==> src/logic/tmc_pkg.sv <==
/*
  Constants for the transmitter mode controller: register map, field
  positions, reset values, state codes, input bit order and timing.
  Assumes a single 10 MHz system clock.
*/
package tmc_pkg;
  // Register byte addresses
  localparam logic [7:0] REG_CTRL     = 8'h00;
  localparam logic [7:0] REG_STATUS   = 8'h04;
  localparam logic [7:0] REG_INT_STAT = 8'h08;
  localparam logic [7:0] REG_INT_MASK = 8'h0c;
  localparam logic [7:0] REG_AUX_CFG  = 8'h10;
  localparam logic [7:0] REG_AUX_IN   = 8'h14;

  // Control register: command pulses from the serial interface handler
  localparam int CTRL_OPERATE = 0;
  localparam int CTRL_STANDBY = 1;

  // Status register fields
  localparam int ST_OPERATE    = 0;
  localparam int ST_MUTE       = 1;
  localparam int ST_FAULT      = 2;
  localparam int ST_RF_ON      = 3;
  localparam int ST_OVER_TEMP  = 4;
  localparam int ST_AMP_ABSENT = 5;
  localparam int ST_LOOP_OPEN  = 6;
  localparam int ST_UNLOCKED   = 7;
  localparam int ST_UPC_ABSENT = 8;
  localparam int ST_REM_GO     = 9;
  localparam int ST_REM_IDLE   = 10;

  // Interrupt status and mask fields
  localparam int INT_W        = 5;
  localparam int INT_OPERATE  = 0;
  localparam int INT_STANDBY  = 1;
  localparam int INT_MUTE     = 2;
  localparam int INT_FAULT    = 3;
  localparam int INT_REFUSED  = 4;
  localparam logic [INT_W-1:0] INT_MASK_RST = 5'h00;

  // Auxiliary line configuration: two bits of mode per line, one drive bit
  localparam int AUX_MODE_W   = 2;
  localparam int AUX_LVL_LSB  = 4;
  localparam logic [1:0] AUX_DIN  = 2'h0;
  localparam logic [1:0] AUX_DOUT = 2'h1;
  localparam logic [1:0] AUX_AIN  = 2'h2;
  localparam logic [5:0] AUX_CFG_RST = 6'h30;

  // Order of the bits in the pin synchroniser
  localparam int SY_GO_N     = 0;
  localparam int SY_IDLE_N   = 1;
  localparam int SY_OVER_T   = 2;
  localparam int SY_AMP_ABS  = 3;
  localparam int SY_UNLOCK   = 4;
  localparam int SY_UPC_ABS  = 5;
  localparam int SY_LOOP     = 6;
  localparam int SY_SUPPLY   = 7;
  localparam int SY_AUX1     = 8;
  localparam int SY_AUX2     = 9;
  localparam int SY_W        = 10;

  // Remote input debounce time
  localparam int CLK_KHZ      = 10000;
  localparam int DEB_TIME_US  = 1000;
  localparam int DEB_CYC      = (DEB_TIME_US * CLK_KHZ + 999) / 1000;
  localparam int DEB_W        = 14;

  typedef enum logic [1:0] {
    MODE_STANDBY = 2'b01,
    MODE_OPERATE = 2'b10
  } tmc_mode_t;
endpackage : tmc_pkg

==> src/logic/tmc_mode_ctrl.sv <==
/*
  Transmitter mode controller: chooses operate or standby from panel,
  serial (register) and remote terminal inputs, applies mute, drives the
  supply stage, indicators and open-collector remote outputs.
  Assumes a classic Wishbone master on clk_i and that pins are asynchronous.
*/
// Functional notes
// - Operate enables supply, operate lamp, driver enable
// - Standby disables them; supply-good indication unaffected
// - Mute keeps supply on, suppresses RF output
// - Upconverter unlocked or absent forces mute
// - Operate from remote pin, panel, serial
// - Refuse operate: overtemp, mute, amplifier absent
// - Standby from remote pin, panel, serial
// - Open output-path loop forces mute
// - No operate with fault or remote standby; a fault only blocks entry to operate, it does not end operate
// - Remote state pulled low in operate
// - Fault chain pulled low when unfaulted
// - Aux lines: digital in, open-drain out, analog
module tmc_mode_ctrl #(
  parameter int DEBOUNCE_CYC = tmc_pkg::DEB_CYC
) (
  input  wire logic        clk_i,
  input  wire logic        rst_i,
  input  wire logic        wb_cyc_i,
  input  wire logic        wb_stb_i,
  input  wire logic        wb_we_i,
  input  wire logic [7:0]  wb_adr_i,
  input  wire logic [3:0]  wb_sel_i,
  input  wire logic [31:0] wb_dat_i,
  output logic      [31:0] wb_dat_o,
  output logic             wb_ack_o,
  output logic             irq_o,
  input  wire logic        panel_operate_select_i,
  input  wire logic        panel_standby_key_i,
  input  wire logic        remote_go_live_in_n_i,
  input  wire logic        remote_idle_in_n_i,
  input  wire logic        heatsink_over_temp_i,
  input  wire logic        amp_interlock_i,
  input  wire logic        upconv_unlocked_i,
  input  wire logic        upconv_absent_i,
  input  wire logic        output_path_loop_open_i,
  input  wire logic        supply_ok_i,
  output logic             supply_28v_en_o,
  output logic             operate_led_o,
  output logic             driver_enable_o,
  output logic             supply_good_indicator_o,
  output logic             rf_enable_o,
  output logic             mute_o,
  output logic             remote_state_out_o,
  output logic             remote_state_out_oe_o,
  output logic             remote_fault_chain_out_o,
  output logic             remote_fault_chain_out_oe_o,
  input  wire logic        remote_aux_line_1_i,
  output logic             remote_aux_line_1_o,
  output logic             remote_aux_line_1_oe_o,
  input  wire logic        remote_aux_line_2_i,
  output logic             remote_aux_line_2_o,
  output logic             remote_aux_line_2_oe_o,
  output logic      [1:0]  aux_analog_sel_o
);

  // Line drives low only when configured as output and asked to go low
  function automatic logic aux_drives(input logic [1:0] mode, input logic lvl);
    return (mode == tmc_pkg::AUX_DOUT) && !lvl;
  endfunction : aux_drives

  logic [tmc_pkg::SY_W-1:0]    sync1_r;
  logic [tmc_pkg::SY_W-1:0]    sync2_r;
  logic [1:0]                  rem_db_r;     // Debounced, active low
  logic [tmc_pkg::DEB_W-1:0]   deb_cnt_r [2];
  tmc_pkg::tmc_mode_t          mode_r;
  tmc_pkg::tmc_mode_t          mode_nxt;
  logic                        mute_r;
  logic                        fault_r;
  logic                        ack_r;
  logic [31:0]                 dat_r;
  logic                        cmd_op_r;
  logic                        cmd_sb_r;
  logic [tmc_pkg::INT_W-1:0]   int_stat_r;
  logic [tmc_pkg::INT_W-1:0]   int_mask_r;
  logic [5:0]                  aux_cfg_r;
  logic                        irq_r;
  logic                        supply_r;
  logic                        led_r;
  logic                        drv_r;
  logic                        good_r;
  logic                        rf_r;
  logic                        state_oe_r;
  logic                        chain_oe_r;
  logic                        aux1_oe_r;
  logic                        aux2_oe_r;
  logic [1:0]                  ana_r;
  logic                        mute_cause;
  logic                        fault_now;
  logic                        op_req;
  logic                        sb_req;
  logic                        op_block;
  logic                        wr_hit;
  logic [tmc_pkg::INT_W-1:0]   int_evt;
  logic [31:0]                 rd_mux;
  logic [31:0]                 status_w;

  // Two-stage synchroniser for every pin except the two panel keys; only the second stage is used
  always_ff @(posedge clk_i) begin
    if (rst_i) begin
      // Remote command pins idle high; clearing them low would fake a command
      sync1_r <= tmc_pkg::SY_W'(1 << tmc_pkg::SY_GO_N | 1 << tmc_pkg::SY_IDLE_N);
      sync2_r <= tmc_pkg::SY_W'(1 << tmc_pkg::SY_GO_N | 1 << tmc_pkg::SY_IDLE_N);
    end else begin
      sync1_r <= {remote_aux_line_2_i, remote_aux_line_1_i, supply_ok_i,
                  output_path_loop_open_i, upconv_absent_i, upconv_unlocked_i,
                  amp_interlock_i, heatsink_over_temp_i, remote_idle_in_n_i,
                  remote_go_live_in_n_i};
      sync2_r <= sync1_r;
    end
  end

  // Debounce the remote command pins: a new level must hold the full time
  // so contact bounce on long terminal wiring cannot toggle the mode
  for (genvar g = 0; g < 2; g++) begin : g_deb
    always_ff @(posedge clk_i) begin
      if (rst_i) begin
        rem_db_r[g]  <= 1'b1;
        deb_cnt_r[g] <= '0;
      end else if (sync2_r[tmc_pkg::SY_GO_N + g] == rem_db_r[g]) begin
        deb_cnt_r[g] <= '0;
      end else if (deb_cnt_r[g] == tmc_pkg::DEB_W'(DEBOUNCE_CYC - 1)) begin
        rem_db_r[g]  <= sync2_r[tmc_pkg::SY_GO_N + g];
        deb_cnt_r[g] <= '0;
      end else begin
        deb_cnt_r[g] <= deb_cnt_r[g] + 1'b1;
      end
    end
  end

  // Request and condition decode
  assign mute_cause = sync2_r[tmc_pkg::SY_UNLOCK] | sync2_r[tmc_pkg::SY_UPC_ABS]
                    | sync2_r[tmc_pkg::SY_LOOP];
  assign fault_now  = sync2_r[tmc_pkg::SY_OVER_T] | sync2_r[tmc_pkg::SY_AMP_ABS]
                    | mute_cause;
  assign op_req = !rem_db_r[0] | panel_operate_select_i | cmd_op_r;
  assign sb_req = !rem_db_r[1] | panel_standby_key_i | cmd_sb_r;
  assign op_block = fault_now;

  // Mode choice; standby wins over a simultaneous operate request
  always_comb begin
    mode_nxt = mode_r;
    if (sb_req) begin
      mode_nxt = tmc_pkg::MODE_STANDBY;
    end else if (op_req && !op_block) begin
      mode_nxt = tmc_pkg::MODE_OPERATE;
    end
  end

  always_ff @(posedge clk_i) begin
    if (rst_i) begin
      mode_r <= tmc_pkg::MODE_STANDBY;
    end else begin
      mode_r <= mode_nxt;
    end
  end

  // Mute exists only inside operate; fault feeds the interlock chain
  always_ff @(posedge clk_i) begin
    if (rst_i) begin
      mute_r  <= 1'b0;
      fault_r <= 1'b0;
    end else begin
      mute_r  <= (mode_r == tmc_pkg::MODE_OPERATE) && mute_cause;
      fault_r <= fault_now;
    end
  end

  // Supply, indicators and open-collector drives, all registered
  always_ff @(posedge clk_i) begin
    if (rst_i) begin
      supply_r   <= 1'b0;
      led_r      <= 1'b0;
      drv_r      <= 1'b0;
      good_r     <= 1'b0;
      rf_r       <= 1'b0;
      state_oe_r <= 1'b0;
      chain_oe_r <= 1'b0;
    end else begin
      supply_r   <= mode_r == tmc_pkg::MODE_OPERATE;
      led_r      <= mode_r == tmc_pkg::MODE_OPERATE;
      drv_r      <= mode_r == tmc_pkg::MODE_OPERATE;
      good_r     <= sync2_r[tmc_pkg::SY_SUPPLY];
      rf_r       <= (mode_r == tmc_pkg::MODE_OPERATE) && !mute_cause;
      state_oe_r <= mode_r == tmc_pkg::MODE_OPERATE;
      chain_oe_r <= !fault_now;
    end
  end

  // Auxiliary lines; analog mode releases the pin and selects the ADC path
  always_ff @(posedge clk_i) begin
    if (rst_i) begin
      aux1_oe_r <= 1'b0;
      aux2_oe_r <= 1'b0;
      ana_r     <= 2'h0;
    end else begin
      aux1_oe_r <= aux_drives(aux_cfg_r[1:0], aux_cfg_r[tmc_pkg::AUX_LVL_LSB]);
      aux2_oe_r <= aux_drives(aux_cfg_r[3:2], aux_cfg_r[tmc_pkg::AUX_LVL_LSB+1]);
      ana_r     <= {aux_cfg_r[3:2] == tmc_pkg::AUX_AIN, aux_cfg_r[1:0] == tmc_pkg::AUX_AIN};
    end
  end

  // Wishbone slave: one wait state, ack drops the cycle after it was given
  assign wr_hit = wb_cyc_i && wb_stb_i && wb_we_i && ack_r && wb_sel_i[0];
  assign status_w = {21'h000000, !rem_db_r[1], !rem_db_r[0],
                     sync2_r[tmc_pkg::SY_UPC_ABS], sync2_r[tmc_pkg::SY_UNLOCK],
                     sync2_r[tmc_pkg::SY_LOOP], sync2_r[tmc_pkg::SY_AMP_ABS],
                     sync2_r[tmc_pkg::SY_OVER_T], rf_r, fault_r, mute_r,
                     mode_r == tmc_pkg::MODE_OPERATE};

  always_comb begin
    unique case (wb_adr_i)
      tmc_pkg::REG_STATUS:   rd_mux = status_w;
      tmc_pkg::REG_INT_STAT: rd_mux = {27'h0000000, int_stat_r};
      tmc_pkg::REG_INT_MASK: rd_mux = {27'h0000000, int_mask_r};
      tmc_pkg::REG_AUX_CFG:  rd_mux = {26'h0000000, aux_cfg_r};
      tmc_pkg::REG_AUX_IN:   rd_mux = {30'h00000000, sync2_r[tmc_pkg::SY_AUX2],
                                       sync2_r[tmc_pkg::SY_AUX1]};
      default:               rd_mux = 32'h00000000; // Control and unmapped read zero
    endcase
  end

  always_ff @(posedge clk_i) begin
    if (rst_i) begin
      ack_r <= 1'b0;
      dat_r <= 32'h00000000;
    end else begin
      ack_r <= wb_cyc_i && wb_stb_i && !ack_r;
      dat_r <= rd_mux;
    end
  end

  // Serial commands arrive as one-cycle pulses written to control
  always_ff @(posedge clk_i) begin
    if (rst_i) begin
      cmd_op_r <= 1'b0;
      cmd_sb_r <= 1'b0;
    end else begin
      cmd_op_r <= wr_hit && wb_adr_i == tmc_pkg::REG_CTRL && wb_dat_i[tmc_pkg::CTRL_OPERATE];
      cmd_sb_r <= wr_hit && wb_adr_i == tmc_pkg::REG_CTRL && wb_dat_i[tmc_pkg::CTRL_STANDBY];
    end
  end

  always_ff @(posedge clk_i) begin
    if (rst_i) begin
      int_mask_r <= tmc_pkg::INT_MASK_RST;
      aux_cfg_r  <= tmc_pkg::AUX_CFG_RST;
    end else if (wr_hit && wb_adr_i == tmc_pkg::REG_INT_MASK) begin
      int_mask_r <= wb_dat_i[tmc_pkg::INT_W-1:0];
    end else if (wr_hit && wb_adr_i == tmc_pkg::REG_AUX_CFG) begin
      aux_cfg_r  <= wb_dat_i[5:0];
    end
  end

  // Sticky events, write one to clear; a new event beats the clear
  assign int_evt[tmc_pkg::INT_OPERATE] = mode_r == tmc_pkg::MODE_STANDBY
                                       && mode_nxt == tmc_pkg::MODE_OPERATE;
  assign int_evt[tmc_pkg::INT_STANDBY] = mode_r == tmc_pkg::MODE_OPERATE
                                       && mode_nxt == tmc_pkg::MODE_STANDBY;
  assign int_evt[tmc_pkg::INT_MUTE]    = (mode_r == tmc_pkg::MODE_OPERATE)
                                       && mute_cause && !mute_r;
  assign int_evt[tmc_pkg::INT_FAULT]   = fault_now && !fault_r;
  assign int_evt[tmc_pkg::INT_REFUSED] = op_req && op_block && !sb_req
                                       && mode_r == tmc_pkg::MODE_STANDBY;

  always_ff @(posedge clk_i) begin
    if (rst_i) begin
      int_stat_r <= '0;
    end else if (wr_hit && wb_adr_i == tmc_pkg::REG_INT_STAT) begin
      int_stat_r <= (int_stat_r & ~wb_dat_i[tmc_pkg::INT_W-1:0]) | int_evt;
    end else begin
      int_stat_r <= int_stat_r | int_evt;
    end
  end

  always_ff @(posedge clk_i) begin
    if (rst_i) begin
      irq_r <= 1'b0;
    end else begin
      irq_r <= |(int_stat_r & int_mask_r);
    end
  end

  // Port drive; open-collector data pins only ever pull low
  assign wb_ack_o                 = ack_r;
  assign wb_dat_o                 = dat_r;
  assign irq_o                    = irq_r;
  assign supply_28v_en_o          = supply_r;
  assign operate_led_o            = led_r;
  assign driver_enable_o          = drv_r;
  assign supply_good_indicator_o  = good_r;
  assign rf_enable_o              = rf_r;
  assign mute_o                   = mute_r;
  assign remote_state_out_o       = 1'b0;
  assign remote_state_out_oe_o    = state_oe_r;
  assign remote_fault_chain_out_o = 1'b0;
  assign remote_fault_chain_out_oe_o = chain_oe_r;
  assign remote_aux_line_1_o      = 1'b0;
  assign remote_aux_line_1_oe_o   = aux1_oe_r;
  assign remote_aux_line_2_o      = 1'b0;
  assign remote_aux_line_2_oe_o   = aux2_oe_r;
  assign aux_analog_sel_o         = ana_r;
endmodule : tmc_mode_ctrl

==> config.mk <==
export PLATFORM = sky130hd
export DESIGN_NAME = tmc_mode_ctrl
export DESIGN_NICKNAME = d
export VERILOG_FILES = /design/src/logic/tmc_pkg.sv /design/src/logic/tmc_mode_ctrl.sv
export SDC_FILE = /design/constraint.sdc
export NUM_CORES = 1
export LEC_CHECK = 0
export BUFFER_PORTS_ARGS = -buffer_cell sky130_fd_sc_hd__buf_2
export CORE_ASPECT_RATIO = 1.75
export CORE_MARGIN = 8
export CORE_UTILIZATION = 45
export CTS_CLUSTER_SIZE = 25
export DETAILED_ROUTE_END_ITERATION = 8
export MAX_ROUTING_LAYER = met4
export PLACE_DENSITY = 0.7
export REMOVE_ABC_BUFFERS = 1
export SETUP_SLACK_MARGIN = 0.05
export SLEW_MARGIN = 20
export SYNTH_ARGS = -nofsm -noshare
export SYNTH_HDL_FRONTEND = slang
export SYNTH_SLANG_ARGS = --single-unit
==> constraint.sdc <==
create_clock -name clk_i -period 3.2 [get_ports clk_i]
set_input_delay 0.64 -clock clk_i [delete_from_list [all_inputs] [get_ports clk_i]]
set_output_delay 0.64 -clock clk_i [all_outputs]
set_load 0.01 [all_outputs]
==> metrics.csv, run 1 <==
stage;metric;value;unit
clocking;H-tree Lvls;3;
worst_setup_path;RR Endpoint;deb_cnt_r[1][3];
place;Placed Instances;587;
worst_setup_path;R2R setup slack;830;ps
flow_run;Max-cap violations;0;
status;status;complete, no violations;
clocking;Worst-Skew Late Latency;340;ps
timing;crit path time final;2370;ps
synth;synth top area cells;dfxtp_1, edfxtp_1, buf_4, nor2_1, xnor2_1;
final_layout;Core Util, Final;0.533;
global_route;grt total ovfl;0;
synth;register area share after synthesis;0.524;
synth;top post-synthesis cells by count;dfxtp_1, nor2_1, buf_4, edfxtp_1, nor2b_1;
synth;Synth Area in Compound Gates;0.0570;
place;post-DP HPWL;6590;um
floorplanning;die height;142;um
final_layout;diodes inserted;0;
floorplanning;DIE AREA;12500;um2
drt;routed vias;2899;
timing;RSZ-0062 raised after global routing;false;
final_layout;Area Overhead vs Synth;16.3;%
global_route;initial antenna violation count;0;
final_layout;Post-Layout Cell Count;603;
min_path;min-delay src;sync1_r[0];
place;GP Congestion;0.844;
synth;Synth Register Bits;93;
synth;Synth Area in Adders;0.00612;
final_layout;# nets final;541;
timing;Slew headroom;0.535;
clocking;CTS resizes;0;
synth;post-synth top area cell;dfxtp_1;
synth;top-count cell post-synth;dfxtp_1;
worst_setup_path;CP max-delay cell;or4_4;
drt;Vias/cell;4.81;
timing;TNS Setup;0;ps
timing;worst-margin pin slew;697;ps
synth;ys async rst share;0;
final_layout;Non-Filler Cell Area, Final;4750;um2
worst_setup_path;CP peak stage delay;570;ps
drt;DRT iter0 DRCs;128;
clocking;Reg clk slew, reported paths;60;ps
timing;skew final;5.36;ps
worst_setup_path;critical path fanouts, max;13;
drt;Antenna Nets Post-Route;0;
synth;largest family of logic cells by synthesized area;simple AND/OR/NAND/NOR gates;
power;pwr/cell area;522;nW/um2
synth;synthesized cell area;4090;um2
min_path;Hold Path Stages;1;
global_route;Tot GR Track Use;0.151;
synth;Synth Warn #;0;
synth;Synth cell types;51;
worst_setup_path;crit path kind;register to register;
worst_setup_path;r2r startpoint;deb_cnt_r[1][4];
min_path;worst min path class;register to register;
worst_setup_path;Reg2Reg Depth;4;
drt;Pre-antenna DRT Iters;6;
timing;Max Clk Rate;423;MHz
global_route;vias in the first global route;3049;
drt;Post-Route WL;8620;um
floorplanning;Rows;46;
synth;Avg Inst Size Synth;10.3;um2
worst_setup_path;worst endpoint required time;3270;ps
place;Post-DP Area;4460;um2
floorplanning;core region area;8920;um2
worst_setup_path;WP data arrival;2440;ps
worst_setup_path;Critical Path, Cell by Cell;or4b_1, or4_4, nand2_1, nor2_1;
clocking;post-cts hold buffer count;0;
floorplanning;number of top-level pins;111;
timing;Final Slew Violations;0;
clocking;clk root buf;clkbuf_16;
drt;WL per Instance;14.3;um
clocking;Clock Sink Count;93;
synth;Synth Instances;398;
global_route;pin count of the biggest net entering global routing;40;
worst_setup_path;Startpoint Class;register;
clocking;Post CTS Setup Buffer Count;0;
synth;mux cell area share after synthesis;0.0398;
power;Leak Pwr;0.00186;uW
floorplanning;initial core utilization;0.458;
timing;Period Utilization, post-route;0.739;
power;peak supply drop;446;uV
clocking;cts bufs inserted;9;
global_route;first-pass GRT wire length;14300;um
timing;final setup violation count;0;
synth;EDFF count, synth;28;
drt;drt drc;0;
synth;post-synthesis simple-gate area fraction;0.241;
final_layout;share of cells above drive strength 1;0.186;
synth;xor and xnor area share after synthesis;0.0557;
clocking;CTS tree;yes;
synth;top_reg_cell synth;dfxtp_1;
synth;Synth top area share;0.318;
floorplanning;DIE WIDTH;88.0;um
clocking;clock buffer depth;2;
min_path;hold endpoint;sync2_r[0];
timing;final hold vios;0;
worst_setup_path;critical path capture point type;register;
place;Port Buffers;56;
## routing by layer
metal  vias to the layer above  GRT usage  part of all wire  wire, um
met3                        17     0.0318             0.030       258
met1                      1348      0.152              0.39      3320
met5                         -          -                 0         0
met4                         0     0.0870             0.036       310
met2                        65      0.261              0.55      4730
li1                       1469          -                 -         -
## sequential cells by signal, indices dropped and copies added, names as in the netlist
register                     flops
remote_aux_line_1_oe_o           1
sync1_r                         10
cmd_op_r                         1
aux_cfg_r                        6
cmd_sb_r                         1
remote_aux_line_2_oe_o           1
rem_db_r                         2
mute_o                           1
deb_cnt_r                       28
supply_good_indicator_o          1
sync2_r                         10
rf_enable_o                      1
wb_ack_o                         1
mode_r                           2
fault_r                          1
int_stat_r                       5
int_mask_r                       5
irq_o                            1
remote_state_out_oe_o            1
wb_dat_o                        11
aux_analog_sel_o                 2
remote_fault_chain_out_oe_o      1
## worst max path at each step
stage	start	end	slack, ps	cells after the start
3_3_place_gp	deb_cnt_r[1][4]	deb_cnt_r[1][6]	880	4
3_5_place_dp	deb_cnt_r[1][4]	deb_cnt_r[1][3]	830	4
5_1_grt	deb_cnt_r[1][4]	deb_cnt_r[1][3]	740	4
6_report	deb_cnt_r[1][4]	deb_cnt_r[1][3]	830	4
2_1_floorplan	wb_adr_i[1]	int_stat_r[2]	1090	4
4_1_cts	deb_cnt_r[1][4]	deb_cnt_r[1][3]	810	4
## cell usage in the layout (no fill, tap or decap), types with 5 or more instances in the layout
master     instances
xor2_1             6
nor3_1            19
dfxtp_1           65
inv_1              8
clkbuf_16          9
or3_1              5
nand3_1           11
xnor2_1           20
nand2b_1           5
buf_2             56
nand4_1            9
o21ai_0            7
a21oi_1            6
nor2b_1           21
a22oi_1            7
nand2_1           14
nor2_1            57
o22a_1             5
edfxtp_1          28
and3_1             5
mux2i_1           14
conb_1            53
## power breakdown
group | total (uW) | internal (uW) | switching, uW
sequential | 1280 | 1250 | 28.1
combinational | 139 | 54.2 | 84.3
clock | 1060 | 613 | 451
total | 2480 | 1920 | 564
## critical path: cells and delay by family, from the launching register on
kind	cells	cell delay [ps]
and+or+nand+nor	4	1620
DFF	1	490
## stage by stage
stage	setup WS, ps	hold WS [ps]	total power, uW
finish	834	412	2480
global route	744	438	2580
CTS	813	417	2500
detailed placement	833	398	1440
global placement	875	401	1430
floorplan	1090	389	1370
## area by class of cell
cell class	instances	area (um2)
timing repair buffer	59	303
inverter	8	30.0
clock inverter	6	68.8
fill	809	4170
tap	120	150
multi-input combinational	307	1830
sequential	93	2140
clock buffer	10	229
## cells by family after synthesis
| kind of cell | count (synthesis) |
|---|---|
| AND/OR/NAND/NOR | 177 |
| other | 2 |
| flip-flops | 93 |
| buffers and inverters | 49 |
| multiplexers | 16 |
| adder cells (fa/ha/maj) | 2 |
| XOR/XNOR | 26 |
| AO/OA/AOI/OAI | 33 |
Power figures use the tool's default switching activity.
==> inputs of run 2 (changes only) <==
--- a/config.mk
+++ b/config.mk
@@ -12,7 +12,7 @@
 export CTS_CLUSTER_SIZE = 25
 export DETAILED_ROUTE_END_ITERATION = 8
 export MAX_ROUTING_LAYER = met4
-export PLACE_DENSITY = 0.7
+export PLACE_DENSITY = 0.73
 export REMOVE_ABC_BUFFERS = 1
 export SETUP_SLACK_MARGIN = 0.05
 export SLEW_MARGIN = 20
==> constraint.sdc (replaced) <==
create_clock -name clk_i -period 2.1 [get_ports clk_i]
set_input_delay 0.42 -clock clk_i [delete_from_list [all_inputs] [get_ports clk_i]]
set_output_delay 0.42 -clock clk_i [all_outputs]
set_load 0.01 [all_outputs]
==> metrics.csv, run 2 (synthesized netlist as in run 1, its figures left out) <==
stage;metric;value;unit;change
status;status;complete, no violations;;
final_layout;most common cell after layout, fill and taps aside;dfxtp_1;;
global_route;initial antenna violation count;0;;unchanged
flow_run;Max-cap violations;0;;unchanged
clocking;cts bufs inserted;9;;unchanged
worst_setup_path;WP data arrival;2080;ps;-360 ps
timing;crit path time final;1990;ps;-376 ps
final_layout;Largest Register;deb_cnt_r;;
timing;final setup violation count;0;;unchanged
power;pwr/cell area;750;nW/um2;+44%
floorplanning;number of top-level pins;111;;unchanged
worst_setup_path;crit path kind;register to register;;
floorplanning;Rows;46;;unchanged
floorplanning;die height;142;um;unchanged
floorplanning;DIE AREA;12500;um2;unchanged
drt;Vias/cell;4.90;;+2.0%
final_layout;share of cells above drive strength 1;0.232;;+0.0453
power;Combinational Power Share;0.065;;+0.009
floorplanning;DIE WIDTH;88.0;um;unchanged
clocking;Worst-Skew Late Latency;340;ps;about the same
place;Placed Instances;604;;+2.9%
global_route;grt total ovfl;0;;unchanged
final_layout;Area Overhead vs Synth;20.5;%;
power;internal power;2820;uW;+47%
power;clock share of power;0.410;;-0.019
drt;Pre-antenna DRT Iters;4;;-2
final_layout;commonest cells after routing, fill and taps aside;dfxtp_1, nor2_1, buf_2;;
timing;Period Utilization, post-route;0.948;;+0.208
final_layout;# nets final;563;;+4.1%
power;sequential share of power;0.525;;+0.010
timing;Max Clk Rate;503;MHz;+19%
drt;Post-Route WL;8680;um;+0.77%
worst_setup_path;CP peak stage delay;560;ps;about the same
power;peak supply drop;645;uV;+44%
timing;skew final;7.46;ps;+2.10 ps
place;Port Buffers;56;;unchanged
min_path;worst min path class;input port to register;;
worst_setup_path;Startpoint Class;register;;
global_route;vias in the first global route;3247;;+6.5%
power;Leak Pwr;0.00197;uW;+5.7%
drt;routed vias;3065;;+5.7%
final_layout;Post-Layout Cell Count;625;;+3.6%
final_layout;max reg flops;28;;unchanged
timing;Final Slew Violations;0;;unchanged
clocking;CTS tree;yes;;
clocking;Reg clk slew, reported paths;60;ps;about the same
power;Psw;874;uW;+55%
timing;RSZ-0062 raised after global routing;false;;
place;GP Congestion;0.918;;+8.7%
worst_setup_path;Critical Path, Cell by Cell;or4b_4, or4_4, nand2_2, buf_12, nor2_1;;
worst_setup_path;worst endpoint required time;2190;ps;-1080 ps
floorplanning;initial core utilization;0.458;;unchanged
drt;Antenna Nets Post-Route;0;;unchanged
drt;WL per Instance;13.9;um;-2.8%
clocking;clk root buf;clkbuf_16;;
clocking;clock buffer depth;2;;unchanged
clocking;H-tree Lvls;3;;unchanged
global_route;first-pass GRT wire length;14300;um;about the same
worst_setup_path;CP max-delay cell;or4b_4;;
drt;DRT iter0 DRCs;137;;+7.0%
floorplanning;core region area;8920;um2;unchanged
final_layout;diodes inserted;0;;unchanged
final_layout;Filler cells;783;;-3.2%
power;switching power share of the total;0.236;;+0.00903
drt;drt drc;0;;unchanged
place;post-DP HPWL;6740;um;+2.3%
global_route;Tot GR Track Use;0.150;;-0.000843
global_route;pin count of the biggest net entering global routing;23;;-43%
worst_setup_path;critical path capture point type;register;;
power;Tot Pwr;3700;uW;+49%
worst_setup_path;critical path fanouts, max;13;;unchanged
timing;final hold vios;0;;unchanged
clocking;Clock Sink Count;93;;unchanged
worst_setup_path;R2R setup slack;110;ps;-720 ps
-- run 2: worst paths after layout --
kind / from / endpoint / cells past startpoint
setup / recovery: deb_cnt_r[1][4] / deb_cnt_r[1][7] / 5
hold / removal: remote_go_live_in_n_i / sync1_r[0] / 2
hold reg to reg: sync1_r[1] / sync2_r[1] / 1
setup reg to reg: deb_cnt_r[1][4] / deb_cnt_r[1][7] / 5
-- run 2: per-layer routing --
layer	vias up	global-route usage	part of all wire
li1	1517	-	-
met1	1418	0.145	0.38
met2	102	0.263	0.54
met3	28	0.0364	0.038
met4	0	0.0870	0.043
met5	-	-	0
-- run 2: stage by stage --
stage / TNS, ps / utilization / instance area, um2 / setup slack (ps) / hold slack, ps
global route: 0 / 0.552 / 4920 / 45.7 / 253
finish: 0 / 0.552 / 4920 / 110 / 265
detailed placement: -34.9 / 0.515 / 4600 / -34.9 / 397
global placement: -7.24 / 0.515 / 4600 / -7.24 / 398
CTS: 0 / 0.550 / 4910 / 49.1 / 251
floorplan: 0 / - / 4000 / 0.594 / 389
-- run 2: power by group through the flow --
stage,Combinational [uW],Clock (uW),Sequential (uW)
6_report,241,1520,1940
2_1_floorplan,121,0,1970
3_5_place_dp,230,0,1980
3_3_place_gp,227,0,1980
5_1_grt,271,1620,1940
4_1_cts,236,1560,1940
-- run 2: what timing repair did --
action,CTS,global route
endpoints found under the setup margin,26,26
hold buffers,0,0
resized for setup,3,1
pin swaps,0,2
setup buffers,3,2
-- run 2: final cells by class --
cell class	instances	area, um2	share of cell area
flip-flops and latches	93	2140	0.435
multi-input cells	307	1840	0.374
repair buffers	81	480	0.0976
clock buffers	9	225	0.0457
well taps	120	150	0.0305
clock inverters	7	53.8	0.0109
inverters	8	30.0	0.00610
-- run 2: critical path, delay by kind of cell, from the launching register on --
family / cells / cell delay, ps
simple gates: 4 / 1230
flops: 1 / 390
buf+inv: 1 / 130
